### src/logic/async_serial_pkg.sv
// Constants, types and helper functions for the asynchronous serial port
//
// Function
// - While break_send is set keep sending break characters, then one high bit.
// - Rising tx_on sends 10 or 11 idle bits before the first character.
// - Re-enabling tx_on mid-character sends a fresh preamble after the current word.
// - Toggling tx_on discards the word waiting in tx_holding.
// - Receiver hunts for start bit once rx_on is set; LSB first.
// - Ninth received bit goes to rx_ninth_bit in 9-bit mode.
// - Completed character moves to rx_holding, sets rx_full_flag, may interrupt.
// - rx_full_flag clears on status access followed by data read.
// - tx_empty_flag and tx_done_flag clear on status access then data write.
// - Idle line sets idle flag and interrupts when idle_irq_en allows.
// - Overrun sets overrun_flag, keeps rx_holding, interrupts under rx_irq_en.
// - Noise sets noise_flag with rx_full_flag, data still transferred, no own interrupt.
// - Missing stop bit or break sets frame_err_flag, data still transferred.
// - Received break reads back as framing error with data 00h.
// - Nonzero fine divider further divides that direction by 1 to 255.
// - While muted no receive flag is set and receive interrupts are suppressed.
// - Muted with idle wake method: idle line clears mute_req, idle flag stays clear.
// - Muted with address wake: word MSB one clears mute_req and is received.
// - With parity_on the word's top data bit is replaced by parity.
// - Parity over 7 or 8 low bits plus parity bit, even or odd.
// - Receive parity mismatch sets parity_err_flag and may interrupt.
// - After a data character's stop bit set tx_done_flag and may interrupt.
// - Transmit line low during start bits and high during stop bits.
package async_serial_pkg;

  // ****************************************
  // Register map
  // ****************************************
  localparam logic [2:0] ADDR_STATUS  = 3'h0;
  localparam logic [2:0] ADDR_DATA    = 3'h1;
  localparam logic [2:0] ADDR_CTRL1   = 3'h2;
  localparam logic [2:0] ADDR_CTRL2   = 3'h3;
  localparam logic [2:0] ADDR_RATE    = 3'h4;
  localparam logic [2:0] ADDR_TX_FINE = 3'h5;
  localparam logic [2:0] ADDR_RX_FINE = 3'h6;

  localparam logic [7:0] STATUS_RST = 8'hc0;

  // ****************************************
  // Frame timing
  // ****************************************
  localparam logic [3:0] OVS_LAST   = 4'hf;  // Last of 16 ticks per bit
  localparam logic [3:0] SMP_A      = 4'h7;
  localparam logic [3:0] SMP_B      = 4'h8;
  localparam logic [3:0] SMP_C      = 4'h9;
  localparam logic [3:0] LEN_WORD8  = 4'ha;  // 10 bit times
  localparam logic [3:0] LEN_WORD9  = 4'hb;  // 11 bit times
  localparam logic [7:0] IDLE_TICK8 = 8'ha0; // 10 bits of 16 ticks
  localparam logic [7:0] IDLE_TICK9 = 8'hb0; // 11 bits of 16 ticks

  // ****************************************
  // Types
  // ****************************************
  typedef struct packed {
    logic tx_empty;
    logic tx_done;
    logic rx_full;
    logic idle;
    logic overrun;
    logic noise;
    logic frame_err;
    logic parity_err;
  } status_s;

  typedef struct packed {
    logic [1:0] common;
    logic [2:0] power;
    logic [7:0] fine;
  } rate_sel_s;

  typedef enum logic [2:0] {TXK_NONE, TXK_PRE, TXK_BRK, TXK_MARK, TXK_DATA} tx_kind_e;
  typedef enum logic {RX_HUNT, RX_BITS} rx_state_e;

  // ****************************************
  // Functions
  // ****************************************
  // Clock cycles per oversampling tick
  function automatic logic [18:0] tick_div(input logic [1:0] c, input logic [2:0] p,
                                           input logic [7:0] f);
    logic [3:0]  cmul;
    logic [10:0] scaled;
    logic [7:0]  fine_eff;
    cmul     = (c == 2'h0) ? 4'h1 : (c == 2'h1) ? 4'h3 : (c == 2'h2) ? 4'h4 : 4'hd;
    scaled   = {7'h0, cmul} << p;
    fine_eff = (f == 8'h0) ? 8'h1 : f;
    return 19'(scaled * fine_eff);
  endfunction

  // Parity bit over the 7 or 8 low data bits
  function automatic logic par_bit(input logic [8:0] d, input logic nine, input logic odd);
    return (nine ? (^d[7:0]) : (^d[6:0])) ^ odd;
  endfunction

  // Majority of three samples
  function automatic logic vote(input logic a, input logic b, input logic c);
    return (a & b) | (a & c) | (b & c);
  endfunction

endpackage

### src/logic/baud_tick.sv
// Oversampling tick generator for one direction
`timescale 1ns/1ps
module baud_tick #(
  parameter int CNT_W = 19
) (
  input  wire logic                       i_clk,
  input  wire logic                       i_srst,
  input  wire logic                       i_run,
  input  wire async_serial_pkg::rate_sel_s i_sel,
  output logic                            o_tick
);

  logic [CNT_W-1:0] cnt_r;
  logic [CNT_W-1:0] div_last;

  // Terminal count of the divider chain
  // conventional divider
  assign div_last = CNT_W'(async_serial_pkg::tick_div(i_sel.common, i_sel.power, i_sel.fine)
                           - 19'h1);

  // Counter restarts whenever i_run is low, and after each terminal count
  always_ff @(posedge i_clk) begin
    if (i_srst || !i_run || cnt_r >= div_last) begin
      cnt_r <= '0;
    end else begin
      cnt_r <= cnt_r + 1'b1;
    end
  end

  // One-cycle tick at the terminal count
  always_ff @(posedge i_clk) begin
    if (i_srst) begin
      o_tick <= 1'b0;
    end else begin
      o_tick <= i_run && (cnt_r >= div_last);
    end
  end

endmodule // baud_tick

### src/logic/async_serial_port.sv
// Full-duplex asynchronous serial port with register port
`timescale 1ns/1ps
module async_serial_port (
  input  wire logic       I_CLK_SYS,
  input  wire logic       I_SRST,
  input  wire logic [2:0] I_ADDR,
  input  wire logic [7:0] I_WDATA,
  input  wire logic       I_WR,
  input  wire logic       I_RD,
  output logic      [7:0] O_RDATA,
  input  wire logic       I_IRQ_MASK,
  output logic            O_IRQ,
  input  wire logic       I_RX,
  output logic            O_TX,
  output logic            O_TX_OE_N
);

  // ****************************************
  // Declarations
  // ****************************************
  async_serial_pkg::status_s   st_r;
  async_serial_pkg::tx_kind_e  tx_kind_r;
  async_serial_pkg::rx_state_e rx_state_r;
  logic       tx_ninth_r, word9_r, resume_method_r, parity_on_r, parity_odd_r, par_ie_r;
  logic       txe_ie_r, done_ie_r, rx_irq_en_r, idle_irq_en_r;
  logic       tx_on_r, rx_on_r, mute_req_r, break_send_r;
  logic [7:0] rate_r, tx_fine_div_r, rx_fine_div_r;
  logic [7:0] rx_holding_r, tx_holding_r;
  logic       rx_ninth_bit_r, hold_valid_r, status_seen_r;
  logic [10:0] tx_shift_r;
  logic [3:0] tx_bit_r, tx_len_r, tx_ph_r;
  logic       pre_pend_r, after_brk_r, tx_on_d_r;
  logic [3:0] rx_ph_r, rx_idx_r;
  logic [1:0] smp_r;
  logic [8:0] rx_shift_r;
  logic       rx_noise_r, idle_arm_r;
  logic [7:0] idle_cnt_r;
  logic       tx_tick, rx_tick;
  logic       stat_rd, data_rd, data_wr, clr_rx, clr_tx;
  logic       tx_end, tx_free, tx_rise, load_pre, load_brk, load_mark, load_data, tx_load;
  logic [8:0] tx_word;
  logic [10:0] data_frame;
  logic [3:0] word_len, rx_last;
  logic       maj, smp_noise, rx_done, rx_msb, addr_wake, accept, par_bad;
  logic       idle_hit;
  logic [7:0] idle_target;

  // ****************************************
  // Register port decode
  // ****************************************
  assign stat_rd = I_RD && (I_ADDR == async_serial_pkg::ADDR_STATUS);
  assign data_rd = I_RD && (I_ADDR == async_serial_pkg::ADDR_DATA);
  assign data_wr = I_WR && (I_ADDR == async_serial_pkg::ADDR_DATA);
  assign clr_rx  = data_rd && status_seen_r;
  assign clr_tx  = data_wr && status_seen_r;
  assign word_len = word9_r ? async_serial_pkg::LEN_WORD9 : async_serial_pkg::LEN_WORD8;

  // Status access arms the clear sequence, data access consumes it
  always_ff @(posedge I_CLK_SYS) begin
    if (I_SRST || data_rd || data_wr) begin
      status_seen_r <= 1'b0;
    end else if (stat_rd) begin
      status_seen_r <= 1'b1;
    end
  end

  // Software control registers
  always_ff @(posedge I_CLK_SYS) begin
    if (I_SRST) begin
      {tx_ninth_r, word9_r, resume_method_r, parity_on_r, parity_odd_r, par_ie_r} <= 6'h00;
      {txe_ie_r, done_ie_r, rx_irq_en_r, idle_irq_en_r} <= 4'h0;
      {tx_on_r, rx_on_r, break_send_r} <= 3'h0;
      rate_r        <= 8'h00;
      tx_fine_div_r <= 8'h00;
      rx_fine_div_r <= 8'h00;
    end else if (I_WR) begin
      if (I_ADDR == async_serial_pkg::ADDR_CTRL1) begin
        {tx_ninth_r, word9_r, resume_method_r, parity_on_r, parity_odd_r, par_ie_r}
          <= {I_WDATA[6], I_WDATA[4:0]};
      end else if (I_ADDR == async_serial_pkg::ADDR_CTRL2) begin
        {txe_ie_r, done_ie_r, rx_irq_en_r, idle_irq_en_r} <= I_WDATA[7:4];
        {tx_on_r, rx_on_r, break_send_r} <= {I_WDATA[3:2], I_WDATA[0]};
      end else if (I_ADDR == async_serial_pkg::ADDR_RATE) begin
        rate_r <= I_WDATA;
      end else if (I_ADDR == async_serial_pkg::ADDR_TX_FINE) begin
        tx_fine_div_r <= I_WDATA;
      end else if (I_ADDR == async_serial_pkg::ADDR_RX_FINE) begin
        rx_fine_div_r <= I_WDATA;
      end
    end
  end

  // Read data valid only in the cycle after the strobe
  always_ff @(posedge I_CLK_SYS) begin
    if (I_SRST || !I_RD) begin
      O_RDATA <= 8'h00;
    end else if (I_ADDR == async_serial_pkg::ADDR_STATUS) begin
      O_RDATA <= st_r;
    end else if (I_ADDR == async_serial_pkg::ADDR_DATA) begin
      O_RDATA <= rx_holding_r;
    end else if (I_ADDR == async_serial_pkg::ADDR_CTRL1) begin
      O_RDATA <= {rx_ninth_bit_r, tx_ninth_r, 1'b0, word9_r, resume_method_r,
                  parity_on_r, parity_odd_r, par_ie_r};
    end else if (I_ADDR == async_serial_pkg::ADDR_CTRL2) begin
      O_RDATA <= {txe_ie_r, done_ie_r, rx_irq_en_r, idle_irq_en_r,
                  tx_on_r, rx_on_r, mute_req_r, break_send_r};
    end else if (I_ADDR == async_serial_pkg::ADDR_RATE) begin
      O_RDATA <= rate_r;
    end else if (I_ADDR == async_serial_pkg::ADDR_TX_FINE) begin
      O_RDATA <= tx_fine_div_r;
    end else if (I_ADDR == async_serial_pkg::ADDR_RX_FINE) begin
      O_RDATA <= rx_fine_div_r;
    end else begin
      O_RDATA <= 8'h00;
    end
  end

  // ****************************************
  // Rate generators
  // ****************************************
  baud_tick #(.CNT_W(19)) u_tx_tick (
    .i_clk  (I_CLK_SYS),
    .i_srst (I_SRST),
    .i_run  (tx_on_r || (tx_kind_r != async_serial_pkg::TXK_NONE)),
    .i_sel  ({rate_r[7:6], rate_r[5:3], tx_fine_div_r}),
    .o_tick (tx_tick)
  );

  baud_tick #(.CNT_W(19)) u_rx_tick (
    .i_clk  (I_CLK_SYS),
    .i_srst (I_SRST),
    .i_run  (rx_on_r),
    .i_sel  ({rate_r[7:6], rate_r[2:0], rx_fine_div_r}),
    .o_tick (rx_tick)
  );

  // ****************************************
  // Transmitter
  // ****************************************
  assign tx_end  = (tx_kind_r != async_serial_pkg::TXK_NONE) && tx_tick
                   && (tx_ph_r == async_serial_pkg::OVS_LAST) && (tx_bit_r == tx_len_r - 4'h1);
  assign tx_free = (tx_kind_r == async_serial_pkg::TXK_NONE) || tx_end;
  assign tx_rise = tx_on_r && !tx_on_d_r;
  assign load_pre  = tx_free && tx_on_r && (pre_pend_r || tx_rise);
  assign load_brk  = tx_free && !load_pre && tx_on_r && break_send_r;
  assign load_mark = tx_free && !load_pre && !load_brk && after_brk_r;
  assign load_data = tx_free && !load_pre && !load_brk && !load_mark && tx_on_r && hold_valid_r;
  assign tx_load   = load_pre || load_brk || load_mark || load_data;

  always_comb begin
    tx_word = {word9_r & tx_ninth_r, tx_holding_r};
    if (parity_on_r && word9_r) begin
      tx_word[8] = async_serial_pkg::par_bit(tx_word, 1'b1, parity_odd_r);
    end else if (parity_on_r) begin
      tx_word[7] = async_serial_pkg::par_bit(tx_word, 1'b0, parity_odd_r);
    end
  end
  // start bit low, stop bit high
  assign data_frame = word9_r ? {1'b1, tx_word, 1'b0} : {2'b11, tx_word[7:0], 1'b0};

  // Shifter, bit and tick counters; line is the shifter's low bit
  always_ff @(posedge I_CLK_SYS) begin
    if (I_SRST) begin
      tx_kind_r  <= async_serial_pkg::TXK_NONE;
      tx_shift_r <= 11'h7ff;
      tx_bit_r   <= 4'h0;
      tx_len_r   <= 4'h1;
      tx_ph_r    <= 4'h0;
    end else if (tx_load) begin
      tx_bit_r <= 4'h0;
      tx_ph_r  <= 4'h0;
      tx_len_r <= load_mark ? 4'h1 : word_len;
      if (load_pre) begin
        tx_kind_r  <= async_serial_pkg::TXK_PRE;
        tx_shift_r <= 11'h7ff;
      end else if (load_brk) begin
        tx_kind_r  <= async_serial_pkg::TXK_BRK;
        tx_shift_r <= word9_r ? 11'h000 : 11'h400;
      end else if (load_mark) begin
        tx_kind_r  <= async_serial_pkg::TXK_MARK;
        tx_shift_r <= 11'h7ff;
      end else begin
        tx_kind_r  <= async_serial_pkg::TXK_DATA;
        tx_shift_r <= data_frame;
      end
    end else if (tx_end) begin
      tx_kind_r  <= async_serial_pkg::TXK_NONE;
      tx_shift_r <= 11'h7ff;
    end else if (tx_tick && tx_kind_r != async_serial_pkg::TXK_NONE) begin
      tx_ph_r <= tx_ph_r + 4'h1;
      if (tx_ph_r == async_serial_pkg::OVS_LAST) begin
        tx_bit_r   <= tx_bit_r + 4'h1;
        tx_shift_r <= {1'b1, tx_shift_r[10:1]};
      end
    end
  end

  // Enable edge, pending preamble, break tail and holding word
  always_ff @(posedge I_CLK_SYS) begin
    if (I_SRST) begin
      tx_on_d_r    <= 1'b0;
      pre_pend_r   <= 1'b0;
      after_brk_r  <= 1'b0;
      hold_valid_r <= 1'b0;
      tx_holding_r <= 8'h00;
      O_TX_OE_N    <= 1'b1;
    end else begin
      tx_on_d_r <= tx_on_r;
      O_TX_OE_N <= !(tx_on_r || (tx_kind_r != async_serial_pkg::TXK_NONE));
      if (load_pre || !tx_on_r) begin
        pre_pend_r <= 1'b0;
      end else if (tx_rise) begin
        pre_pend_r <= 1'b1;
      end
      if (load_brk) begin
        after_brk_r <= 1'b1;
      end else if (tx_load) begin
        after_brk_r <= 1'b0;
      end
      // enable toggle drops the waiting word
      if (data_wr) begin
        hold_valid_r <= 1'b1;
        tx_holding_r <= I_WDATA;
      end else if (load_data || tx_rise) begin
        hold_valid_r <= 1'b0;
      end
    end
  end
  assign O_TX = tx_shift_r[0];

  // ****************************************
  // Receiver
  // ****************************************
  assign rx_last   = word9_r ? 4'ha : 4'h9;
  assign maj       = async_serial_pkg::vote(smp_r[0], smp_r[1], I_RX);
  assign smp_noise = !((smp_r[0] == smp_r[1]) && (smp_r[1] == I_RX));
  assign rx_done   = (rx_state_r == async_serial_pkg::RX_BITS) && rx_tick
                     && (rx_ph_r == async_serial_pkg::SMP_C) && (rx_idx_r == rx_last);
  assign rx_msb    = word9_r ? rx_shift_r[8] : rx_shift_r[7];
  assign addr_wake = rx_done && mute_req_r && resume_method_r && rx_msb;
  assign accept    = rx_done && (!mute_req_r || addr_wake);
  assign par_bad   = parity_on_r
                     && (rx_msb != async_serial_pkg::par_bit(rx_shift_r, word9_r, parity_odd_r));
  assign idle_target = word9_r ? async_serial_pkg::IDLE_TICK9 : async_serial_pkg::IDLE_TICK8;
  assign idle_hit  = rx_on_r && (rx_state_r == async_serial_pkg::RX_HUNT) && rx_tick && I_RX
                     && (idle_cnt_r == idle_target - 8'h1);

  always_ff @(posedge I_CLK_SYS) begin
    if (I_SRST || !rx_on_r) begin
      rx_state_r <= async_serial_pkg::RX_HUNT;
      rx_ph_r    <= 4'h0;
      rx_idx_r   <= 4'h0;
      smp_r      <= 2'h3;
      rx_shift_r <= 9'h000;
      rx_noise_r <= 1'b0;
    end else if (rx_tick && rx_state_r == async_serial_pkg::RX_HUNT) begin
      if (!I_RX) begin
        rx_state_r <= async_serial_pkg::RX_BITS;
        rx_ph_r    <= 4'h1;
        rx_idx_r   <= 4'h0;
        rx_noise_r <= 1'b0;
        rx_shift_r <= 9'h000;
      end
    end else if (rx_tick) begin
      rx_ph_r <= rx_ph_r + 4'h1;
      if (rx_ph_r == async_serial_pkg::SMP_A) begin
        smp_r[0] <= I_RX;
      end else if (rx_ph_r == async_serial_pkg::SMP_B) begin
        smp_r[1] <= I_RX;
      end else if (rx_ph_r == async_serial_pkg::SMP_C) begin
        rx_noise_r <= rx_noise_r | smp_noise;
        if ((rx_idx_r == 4'h0 && maj) || rx_idx_r == rx_last) begin
          rx_state_r <= async_serial_pkg::RX_HUNT;
        end else if (rx_idx_r != 4'h0) begin
          rx_shift_r[rx_idx_r - 4'h1] <= maj;
        end
      end else if (rx_ph_r == async_serial_pkg::OVS_LAST) begin
        rx_idx_r <= rx_idx_r + 4'h1;
      end
    end
  end

  // Run of high ticks while hunting
  always_ff @(posedge I_CLK_SYS) begin
    if (I_SRST || rx_state_r != async_serial_pkg::RX_HUNT || (rx_tick && !I_RX)) begin
      idle_cnt_r <= 8'h00;
    end else if (rx_tick && idle_cnt_r != idle_target) begin
      idle_cnt_r <= idle_cnt_r + 8'h1;
    end
  end

  // ****************************************
  // Status flags and receive holding
  // ****************************************
  always_ff @(posedge I_CLK_SYS) begin
    if (I_SRST) begin
      st_r           <= async_serial_pkg::STATUS_RST;
      rx_holding_r   <= 8'h00;
      rx_ninth_bit_r <= 1'b0;
      mute_req_r     <= 1'b0;
      idle_arm_r     <= 1'b0;
    end else begin
      if (clr_tx) begin
        st_r.tx_empty <= 1'b0;
        st_r.tx_done  <= 1'b0;
      end
      if (clr_rx) begin
        {st_r.rx_full, st_r.idle, st_r.overrun} <= 3'h0;
        {st_r.noise, st_r.frame_err, st_r.parity_err} <= 3'h0;
      end
      // Hardware set wins over the clear sequence
      if (load_data || tx_rise) begin
        st_r.tx_empty <= 1'b1;
      end
      if (tx_end && tx_kind_r == async_serial_pkg::TXK_DATA) begin
        st_r.tx_done <= 1'b1;
      end
      if (I_WR && I_ADDR == async_serial_pkg::ADDR_CTRL2) begin
        mute_req_r <= I_WDATA[1];
      end else if (addr_wake || (idle_hit && mute_req_r && !resume_method_r)) begin
        mute_req_r <= 1'b0;
      end
      if (accept) begin
        idle_arm_r <= 1'b1;
        if (st_r.rx_full) begin
          st_r.overrun <= 1'b1;
        end else begin
          rx_holding_r   <= rx_shift_r[7:0];
          rx_ninth_bit_r <= word9_r & rx_shift_r[8];
          st_r.rx_full   <= 1'b1;
          st_r.noise     <= rx_noise_r | smp_noise;
          st_r.frame_err <= !maj;
          st_r.parity_err <= par_bad;
        end
      end
      if (idle_hit && !mute_req_r && idle_arm_r) begin
        st_r.idle  <= 1'b1;
        idle_arm_r <= 1'b0;
      end
    end
  end

  // Interrupt request, receive sources suppressed while muted
  // muted receive interrupts off
  always_ff @(posedge I_CLK_SYS) begin
    if (I_SRST) begin
      O_IRQ <= 1'b0;
    end else begin
      O_IRQ <= !I_IRQ_MASK && ((st_r.tx_empty && txe_ie_r) || (st_r.tx_done && done_ie_r)
               || (!mute_req_r && (((st_r.rx_full || st_r.overrun) && rx_irq_en_r)
               || (st_r.idle && idle_irq_en_r) || (st_r.parity_err && par_ie_r))));
    end
  end

  // ****************************************
  // Assertions
  // ****************************************
  a_start_low: assert property (@(posedge I_CLK_SYS) disable iff (I_SRST)
    tx_kind_r == async_serial_pkg::TXK_DATA && tx_bit_r == 4'h0 |-> !O_TX)
    else $error("start bit not low");
  a_stop_high: assert property (@(posedge I_CLK_SYS) disable iff (I_SRST)
    tx_kind_r == async_serial_pkg::TXK_DATA && tx_bit_r == tx_len_r - 4'h1 |-> O_TX)
    else $error("stop bit not high");
  a_break_low: assert property (@(posedge I_CLK_SYS) disable iff (I_SRST)
    tx_kind_r == async_serial_pkg::TXK_BRK && tx_bit_r < 4'ha |-> !O_TX)
    else $error("break bit not low");
  a_pre_len: assert property (@(posedge I_CLK_SYS) disable iff (I_SRST)
    load_pre |=> tx_len_r == ($past(word9_r) ? 4'hb : 4'ha) && O_TX)
    else $error("preamble length wrong");
  a_done_set: assert property (@(posedge I_CLK_SYS) disable iff (I_SRST)
    tx_end && tx_kind_r == async_serial_pkg::TXK_DATA |=> st_r.tx_done)
    else $error("done flag missing");
  a_ovr_keep: assert property (@(posedge I_CLK_SYS) disable iff (I_SRST)
    accept && st_r.rx_full |=> st_r.overrun && $stable(rx_holding_r))
    else $error("overrun handling wrong");
  a_rx_clear: assert property (@(posedge I_CLK_SYS) disable iff (I_SRST)
    stat_rd ##1 (data_rd && !accept) |=> !st_r.rx_full)
    else $error("full flag not cleared");
  a_mute_quiet: assert property (@(posedge I_CLK_SYS) disable iff (I_SRST)
    rx_done && mute_req_r && !addr_wake && !clr_rx |=> $stable(st_r[5:0]))
    else $error("muted receiver set a flag");
  a_idle_wake: assert property (@(posedge I_CLK_SYS) disable iff (I_SRST)
    idle_hit && mute_req_r && !resume_method_r && !I_WR |=> !mute_req_r && !$rose(st_r.idle))
    else $error("idle wake wrong");
  a_rd_latency: assert property (@(posedge I_CLK_SYS) disable iff (I_SRST)
    stat_rd |=> O_RDATA == $past(st_r))
    else $error("status read data wrong");

endmodule // async_serial_port

### config.mk
export PLATFORM = sky130hd
export DESIGN_NAME = async_serial_port
export DESIGN_NICKNAME = d
export VERILOG_FILES = /design/src/logic/async_serial_pkg.sv /design/src/logic/baud_tick.sv /design/src/logic/async_serial_port.sv
export SDC_FILE = /design/constraint.sdc
export NUM_CORES = 1
export LEC_CHECK = 0
export BUFFER_PORTS_ARGS = -buffer_cell sky130_fd_sc_hd__buf_2
export CORE_ASPECT_RATIO = 1.5
export CORE_MARGIN = 1
export CORE_UTILIZATION = 30
export DETAILED_ROUTE_END_ITERATION = 7
export PLACE_DENSITY_LB_ADDON = 0.3
export SLEW_MARGIN = 20
export SYNTH_ARGS = -nofsm -noshare
export SYNTH_HDL_FRONTEND = slang
export SYNTH_SLANG_ARGS = --single-unit
export TNS_END_PERCENT = 100
### constraint.sdc
create_clock -name I_CLK_SYS -period 8.1 [get_ports I_CLK_SYS]
set_input_delay 0.405 -clock I_CLK_SYS [delete_from_list [all_inputs] [get_ports I_CLK_SYS]]
set_output_delay 0.405 -clock I_CLK_SYS [all_outputs]
set_load 0.02 [all_outputs]
Word level (Yosys, flattened, before mapping)
Index checks and enable logic that the tools add are counted.

word-level totals
  register bits = 174
  input port bits = 17
  output and inout port bits = 11
  logic and storage cells = 339

cells by class
  add/subtract/negate cells = 12
  multiply operators = 2
  magnitude comparators = 4
  equality and inequality tests = 26
  shift operators = 2
  multiplexer cells = 82
  bitwise gates (word level) = 20
  reduce and logical (&&, ||, !) cells = 137

operators with widths
  operator               number
  $mux 11                7
  $mux 8                 9
  $mux 9                 8
  $mux 4                 15
  $logic_and 1x1->1      53
  $add 19x1->19 const B  2
  $ge 19x19->1           2
  $mul 11x8->19          2
  $sub 19x1->19 const B  2
  $mux 1                 30
  $logic_or 1x1->1       25
  $shl 4x3->11           2
  $mux 10                2
  $reduce_bool 2->1      10
  $mux 3                 6
  $reduce_and 6->1       3
  $add 4x1->4 const B    4
  $eq 4x4->1 const B     4
  $logic_not 8->1        2
  $reduce_xor 8->1       2
  $logic_not 1->1        14
  $reduce_xor 7->1       2
  $eq 3x3->1 const B     4
  $reduce_and 2->1       5
  36 further kinds       70

Depth between registers and ports, before layout
  depth in word-level cells = 21
  depth in mapped cells = 29
  gate-level depth less buffers = 27

Modules after synthesis
Synthesis repeated with hierarchy kept, for this count alone.

unflattened totals
  cell total of the unflattened synthesis = 1818
  area total of the unflattened synthesis = 15371.0 µm²

modules (own cells, without submodules)
  module                  instances  cells each  area each (µm²)  sequential area each (µm²)
  async_serial_port       1          736         6311.1           2642.5
  baud_tick at u_tx_tick  1          543         4555.6           400.4
  baud_tick at u_rx_tick  1          539         4504.3           400.4

Least setup slack after synthesis
Ideal clock, no wire load.

  path type = reg2reg
  start point = register rate_r[4]
  end point = register u_tx_tick.cnt_r[10]
  library setup time = 0.132 ns
  data arrival time = 6.961 ns
  data required time = 7.968 ns
  setup slack = 1.007 ns
  cell stages (with the launch flop) = 27
  buffers on the path = 4
  period minus slack after synthesis = 7.093 ns
  cells stage by stage = dfxtp_1 > clkbuf_1 > nor2_1 > a21o_1 > a22o_1 > a32oi_1 > nor2b_1 > fa_1 > fa_1 > fa_1 > inv_1 > fa_1 > inv_1 > ha_1 > buf_6 > a2111o_1 > a311o_1 > a31o_2 > a21o_1 > o311a_1 > ha_1 > nand4_1 > nor3_1 > o211a_1 > clkbuf_1 > clkbuf_1 > nor3_1

on the way
  cells in the longest elaborated chain, start to end = 5

ends and longest elaborated chain
  element                 line                     source
  from (decl)             async_serial_port.sv:27  logic [7:0] rate_r, tx_fine_div_r, rx_fine_div_r;
  from (signal assigned)  async_serial_port.sv:73  rate_r <= 8'h00;
  from (signal assigned)  async_serial_port.sv:84  rate_r <= I_WDATA;
  $shl 4x3->11            async_serial_pkg.sv:87   scaled = {7'h0, cmul} << p;
  $mul 11x8->19           async_serial_pkg.sv:89   return 19'(scaled * fine_eff);
  $sub 19x1->19           baud_tick.sv:19          - 19'h1);
  $ge 19x19->1            baud_tick.sv:23          if (i_srst || !i_run || cnt_r >= div_last) begin
  $logic_or 1x1->1        baud_tick.sv:23
  to (signal assigned)    baud_tick.sv:26          cnt_r <= cnt_r + 1'b1;
  to (decl)               baud_tick.sv:13          logic [CNT_W-1:0] cnt_r;

No other way between the ends.
A chain may end at the register's enable or synchronous reset.

Worst setup path after layout
  start point = register rate_r[7]
  end point = register u_tx_tick.cnt_r[14]

on the way
  cells in the longest elaborated chain, start to end = 9
  elaborated cells between the ends (all ways) = 11
  classes of those cells = 1 x add/sub; 1 x mul; 1 x order compare; 2 x eq/ne; 1 x shift; 3 x mux; 2 x reduce/logical

ends and longest elaborated chain
  element               line                    source
  $eq 2x2->1            async_serial_pkg.sv:86  cmul = (c == 2'h0) ? 4'h1 : (c == 2'h1) ? 4'h3 : (c == 2'h2) ? 4'h4 : 4'hd;
  $mux 4 (2 in series)  async_serial_pkg.sv:86
  $mux 4 *              async_serial_pkg.sv:86
  $shl 4x3->11 *        async_serial_pkg.sv:87
  $mul 11x8->19 *       async_serial_pkg.sv:89
  $sub 19x1->19 *       baud_tick.sv:19
  $ge 19x19->1 *        baud_tick.sv:23
  $logic_or 1x1->1 *    baud_tick.sv:23

Every way passes the cells marked *; elsewhere a longest branch is shown, timed or not.

==> results.sh <==
export IMPL_status="finished, final reports clean"
export IMPL_rsz0062_at_grt="false"
export IMPL_hp_class="in2reg"
export IMPL_syn_area_per_cell_sq_um=8.386
export IMPL_p_int_mw=1.444
export IMPL_grt_max_degree=59
export IMPL_worstMarginPinSlew_ns=1.120
export IMPL_cts_tree="built"
export IMPL_grt_pass1_wl_mm=63.45
export IMPL_wl_mm=38.06
export IMPL_cp_end_kind="flip-flop"
export IMPL_grt_pass1_vias=12768
export IMPL_postSynthCellCount=1803
export IMPL_seq_area_sq_um=3443
export IMPL_wl_per_cell_um=15.35
export IMPL_fill_cells=5252
export IMPL_io_buffers=27
export IMPL_synth_area_sq_um=15120
export IMPL_drc=0
export IMPL_ir_worst_vdd_mv=0.1462
export IMPL_cts_htree_levels=4
export IMPL_clk_insertion_delay_late_ns=0.45
export IMPL_initial_core_util=0.3044
export IMPL_path_common_cell="fa_1"
export IMPL_fmax_ghz=0.1301
export IMPL_synth_async_reset_ratio=0
export IMPL_start_kind="flip-flop"
export IMPL_ff2ff_setup_slack_ns=0.42
export IMPL_crit_required_ns=8.47
export IMPL_layout_min_cycle_time_ns=7.685
export IMPL_core_sq_um=49670
export IMPL_cp_arrival_ns=8.05
export IMPL_grt_total_usage=0.1540
export IMPL_hold_viol_final=0
export IMPL_ys_seq_area_frac=0.2277
export IMPL_firstDrtPassIters=5
export IMPL_multiInputGateArea_sq_um=10740
export IMPL_synth_xor_area_frac=0.05908
export IMPL_final_cell_mix="nand2_1, inv_1, dfxtp_1"
export IMPL_drt_vias_per_instance=4.962
export IMPL_switchingPower_mw=0.6522
export IMPL_period_share=0.9488
export IMPL_antenna_found_initial=2
export IMPL_yosys_warnings=0
export IMPL_path_clk_slew_ns=0.08
export IMPL_die_area_sq_um=51320
export IMPL_worstSetupPathType="reg2reg"
export IMPL_ys_types=75
export IMPL_comb_power_share=0.189
export IMPL_rows=100
export IMPL_worstPathMaxFanout=19
export IMPL_antenna_left=0
export IMPL_layout_drive_gt1_share=0.05672
export IMPL_setup_tns_final_ns=0
export IMPL_drv_slew=0
export IMPL_switching_share=0.3111
export IMPL_synth_simple_gate_area_frac=0.2161
export IMPL_ctsResizeCount=0
export IMPL_gr_total_overflow=0
export IMPL_synth_compound_area_frac=0.1225
export IMPL_slew_headroom=0.2473
export IMPL_num_vias=12301
export IMPL_stdcell_count=2479
export IMPL_max_cap_violations=0
export IMPL_drtIter0Drc=537
export IMPL_cts_sinks=172
export IMPL_crit_chain="inv_1, nor3_1, nor2_1, o22ai_1, and2_1, fa_1, fa_1, fa_1, inv_1, fa_1, inv_1, ha_1, a2111o_1, a311o_1, a311o_1, a41oi_2, nor2_1, xnor2_1, ha_1, o21a_1, o21a_1, a211o_1, nor3_1"
export IMPL_cts_buffers=17
export IMPL_chipWidth_um=185.3
export IMPL_fp_dieH_um=277.0
export IMPL_place_inst=2447
export IMPL_power_leakage_nw=7.080
export IMPL_finalSetupViolCount=0
export IMPL_ios=28
export IMPL_synth_edf_count=0
export IMPL_synth_seq_cells=172
export IMPL_synth_top_family_by_area="adder cells"
export IMPL_syn_to_final_growth_pct=9.715
export IMPL_fin_nets=2086
export IMPL_dp_slack_ns=0.3867
export IMPL_clockRootBuffer="clkbuf_16"
export IMPL_final_area_sq_um=16590
export IMPL_postCtsSetupRepairBufs=0
export IMPL_cts_hold_buf=0
export IMPL_dpl_hpwl_mm=30.42
export IMPL_diodes=0
export IMPL_ctsLongestPathBuffers=2
export IMPL_dpl_cell_area_sq_um=15980
export IMPL_place_gp_congestion=0.8465
export IMPL_mostFrequentLayoutCell="nand2_1"
export IMPL_synth_fp_nets=2086
export IMPL_slowest_delay_ns=0.67
export IMPL_synth_fa_ha_area_frac=0.2794
export IMPL_synth_main_ff_cell="dfxtp_1"
export IMPL_clockPowerShare=0.398
export IMPL_setup_ws_ns=0.4151
export IMPL_seq_power_share=0.413
export IMPL_worst_path_max_delay_cell="dfxtp_1"
export IMPL_clock_skew_final_ns=0.02131
export IMPL_pwr_density_cell_nw_per_um2=126.4
export IMPL_muxShareOfSynthArea=0.03285
[cell usage after synthesis, drive strengths merged (31+ instances only)]
cell | count | share of area
nand2 | 212 | 0.053
clkbuf | 58 | 0.014
and2 | 72 | 0.030
nor2 | 165 | 0.041
dfxtp | 172 | 0.23
mux2i | 44 | 0.029
nor3 | 48 | 0.016
nand3 | 42 | 0.014
xor2 | 54 | 0.031
a21oi | 103 | 0.034
ha | 148 | 0.12
o21ai | 47 | 0.016
fa | 118 | 0.16
xnor2 | 48 | 0.028
inv | 179 | 0.044
nor2b | 31 | 0.013
[flip-flops by register name (all words and copies together), names as in the netlist, 9 cells and up]
name / flops
rx_shift_r: 9
u_tx_tick.cnt_r: 19
u_rx_tick.cnt_r: 19
tx_shift_r: 11
[worst max-delay path, delay by kind of cell (launching register included)]
| family | cells | cell delay [ns] |
|---|---|---|
| buffers and inverters | 3 | 0.32 |
| and+or+nand+nor | 5 | 1.04 |
| adders and majority gates | 6 | 2.61 |
| xor gates and xnor gates | 1 | 0.14 |
| DFF | 1 | 0.67 |
| AOI/OAI and AO/OA | 8 | 2.84 |
[path summary, 6_finish.rpt]
check | from | end | cells after the start
worst max-delay path | rate_r[7]$_SDFFE_PP0P_ | u_tx_tick.cnt_r[14]$_SDFF_PP0_ | 23
worst max register to register | rate_r[7]$_SDFFE_PP0P_ | u_tx_tick.cnt_r[14]$_SDFF_PP0_ | 23
worst min register to register | tx_shift_r[8]$_SDFFE_PP1P_ | tx_shift_r[8]$_SDFFE_PP1P_ | 2
worst min-delay path | I_IRQ_MASK | O_IRQ$_SDFF_PP0_ | 2
[per-layer routing]
metal  part of all wire  routed length (um)  up-vias  global-route usage
met3              0.021                 791       72             0.01802
li1                   -                   -     6070                   -
met2               0.55               21110      165              0.3038
met4              0.029                1116        4             0.05933
met5            0.00063                  24        -                   0
met1               0.39               15020     5990              0.1606
[logic make-up after synthesis]
group / count (synthesis)
flops: 172
compound gates: 284
fa+ha+maj: 267
xor+xnor: 102
simple gates: 682
buf+inv: 247
mux: 49
[power groups by stage]
stage	Combinational [mW]	Sequential [mW]	Clock (mW)
after floorplan	0.295	0.881	0
after global placement	0.387	0.886	0
after detailed placement	0.396	0.886	0
after CTS	0.399	0.866	0.863
after global routing	0.448	0.868	0.894
final	0.395	0.867	0.834
[cell type report]
type / instances / area share
Clock inverter: 14 / 0.01011
Clock buffer: 18 / 0.02647
Timing Repair Buffer: 48 / 0.01765
Inverter: 180 / 0.04073
Sequential cell: 172 / 0.2076
Multi-Input combinational cell: 1384 / 0.6475
Tap cell: 663 / 0.05000
[stage by stage]
stage          power, mW  hold slack (ns)  utilization
3_5_place_dp       1.282           0.4635       0.3217
2_1_floorplan      1.177           0.4398            -
5_1_grt            2.210           0.1149       0.3340
3_3_place_gp       1.273           0.4533       0.3216
6_report           2.096           0.1110       0.3340
4_1_cts            2.128          0.08447       0.3339
(Power assumes the default switching activity.)
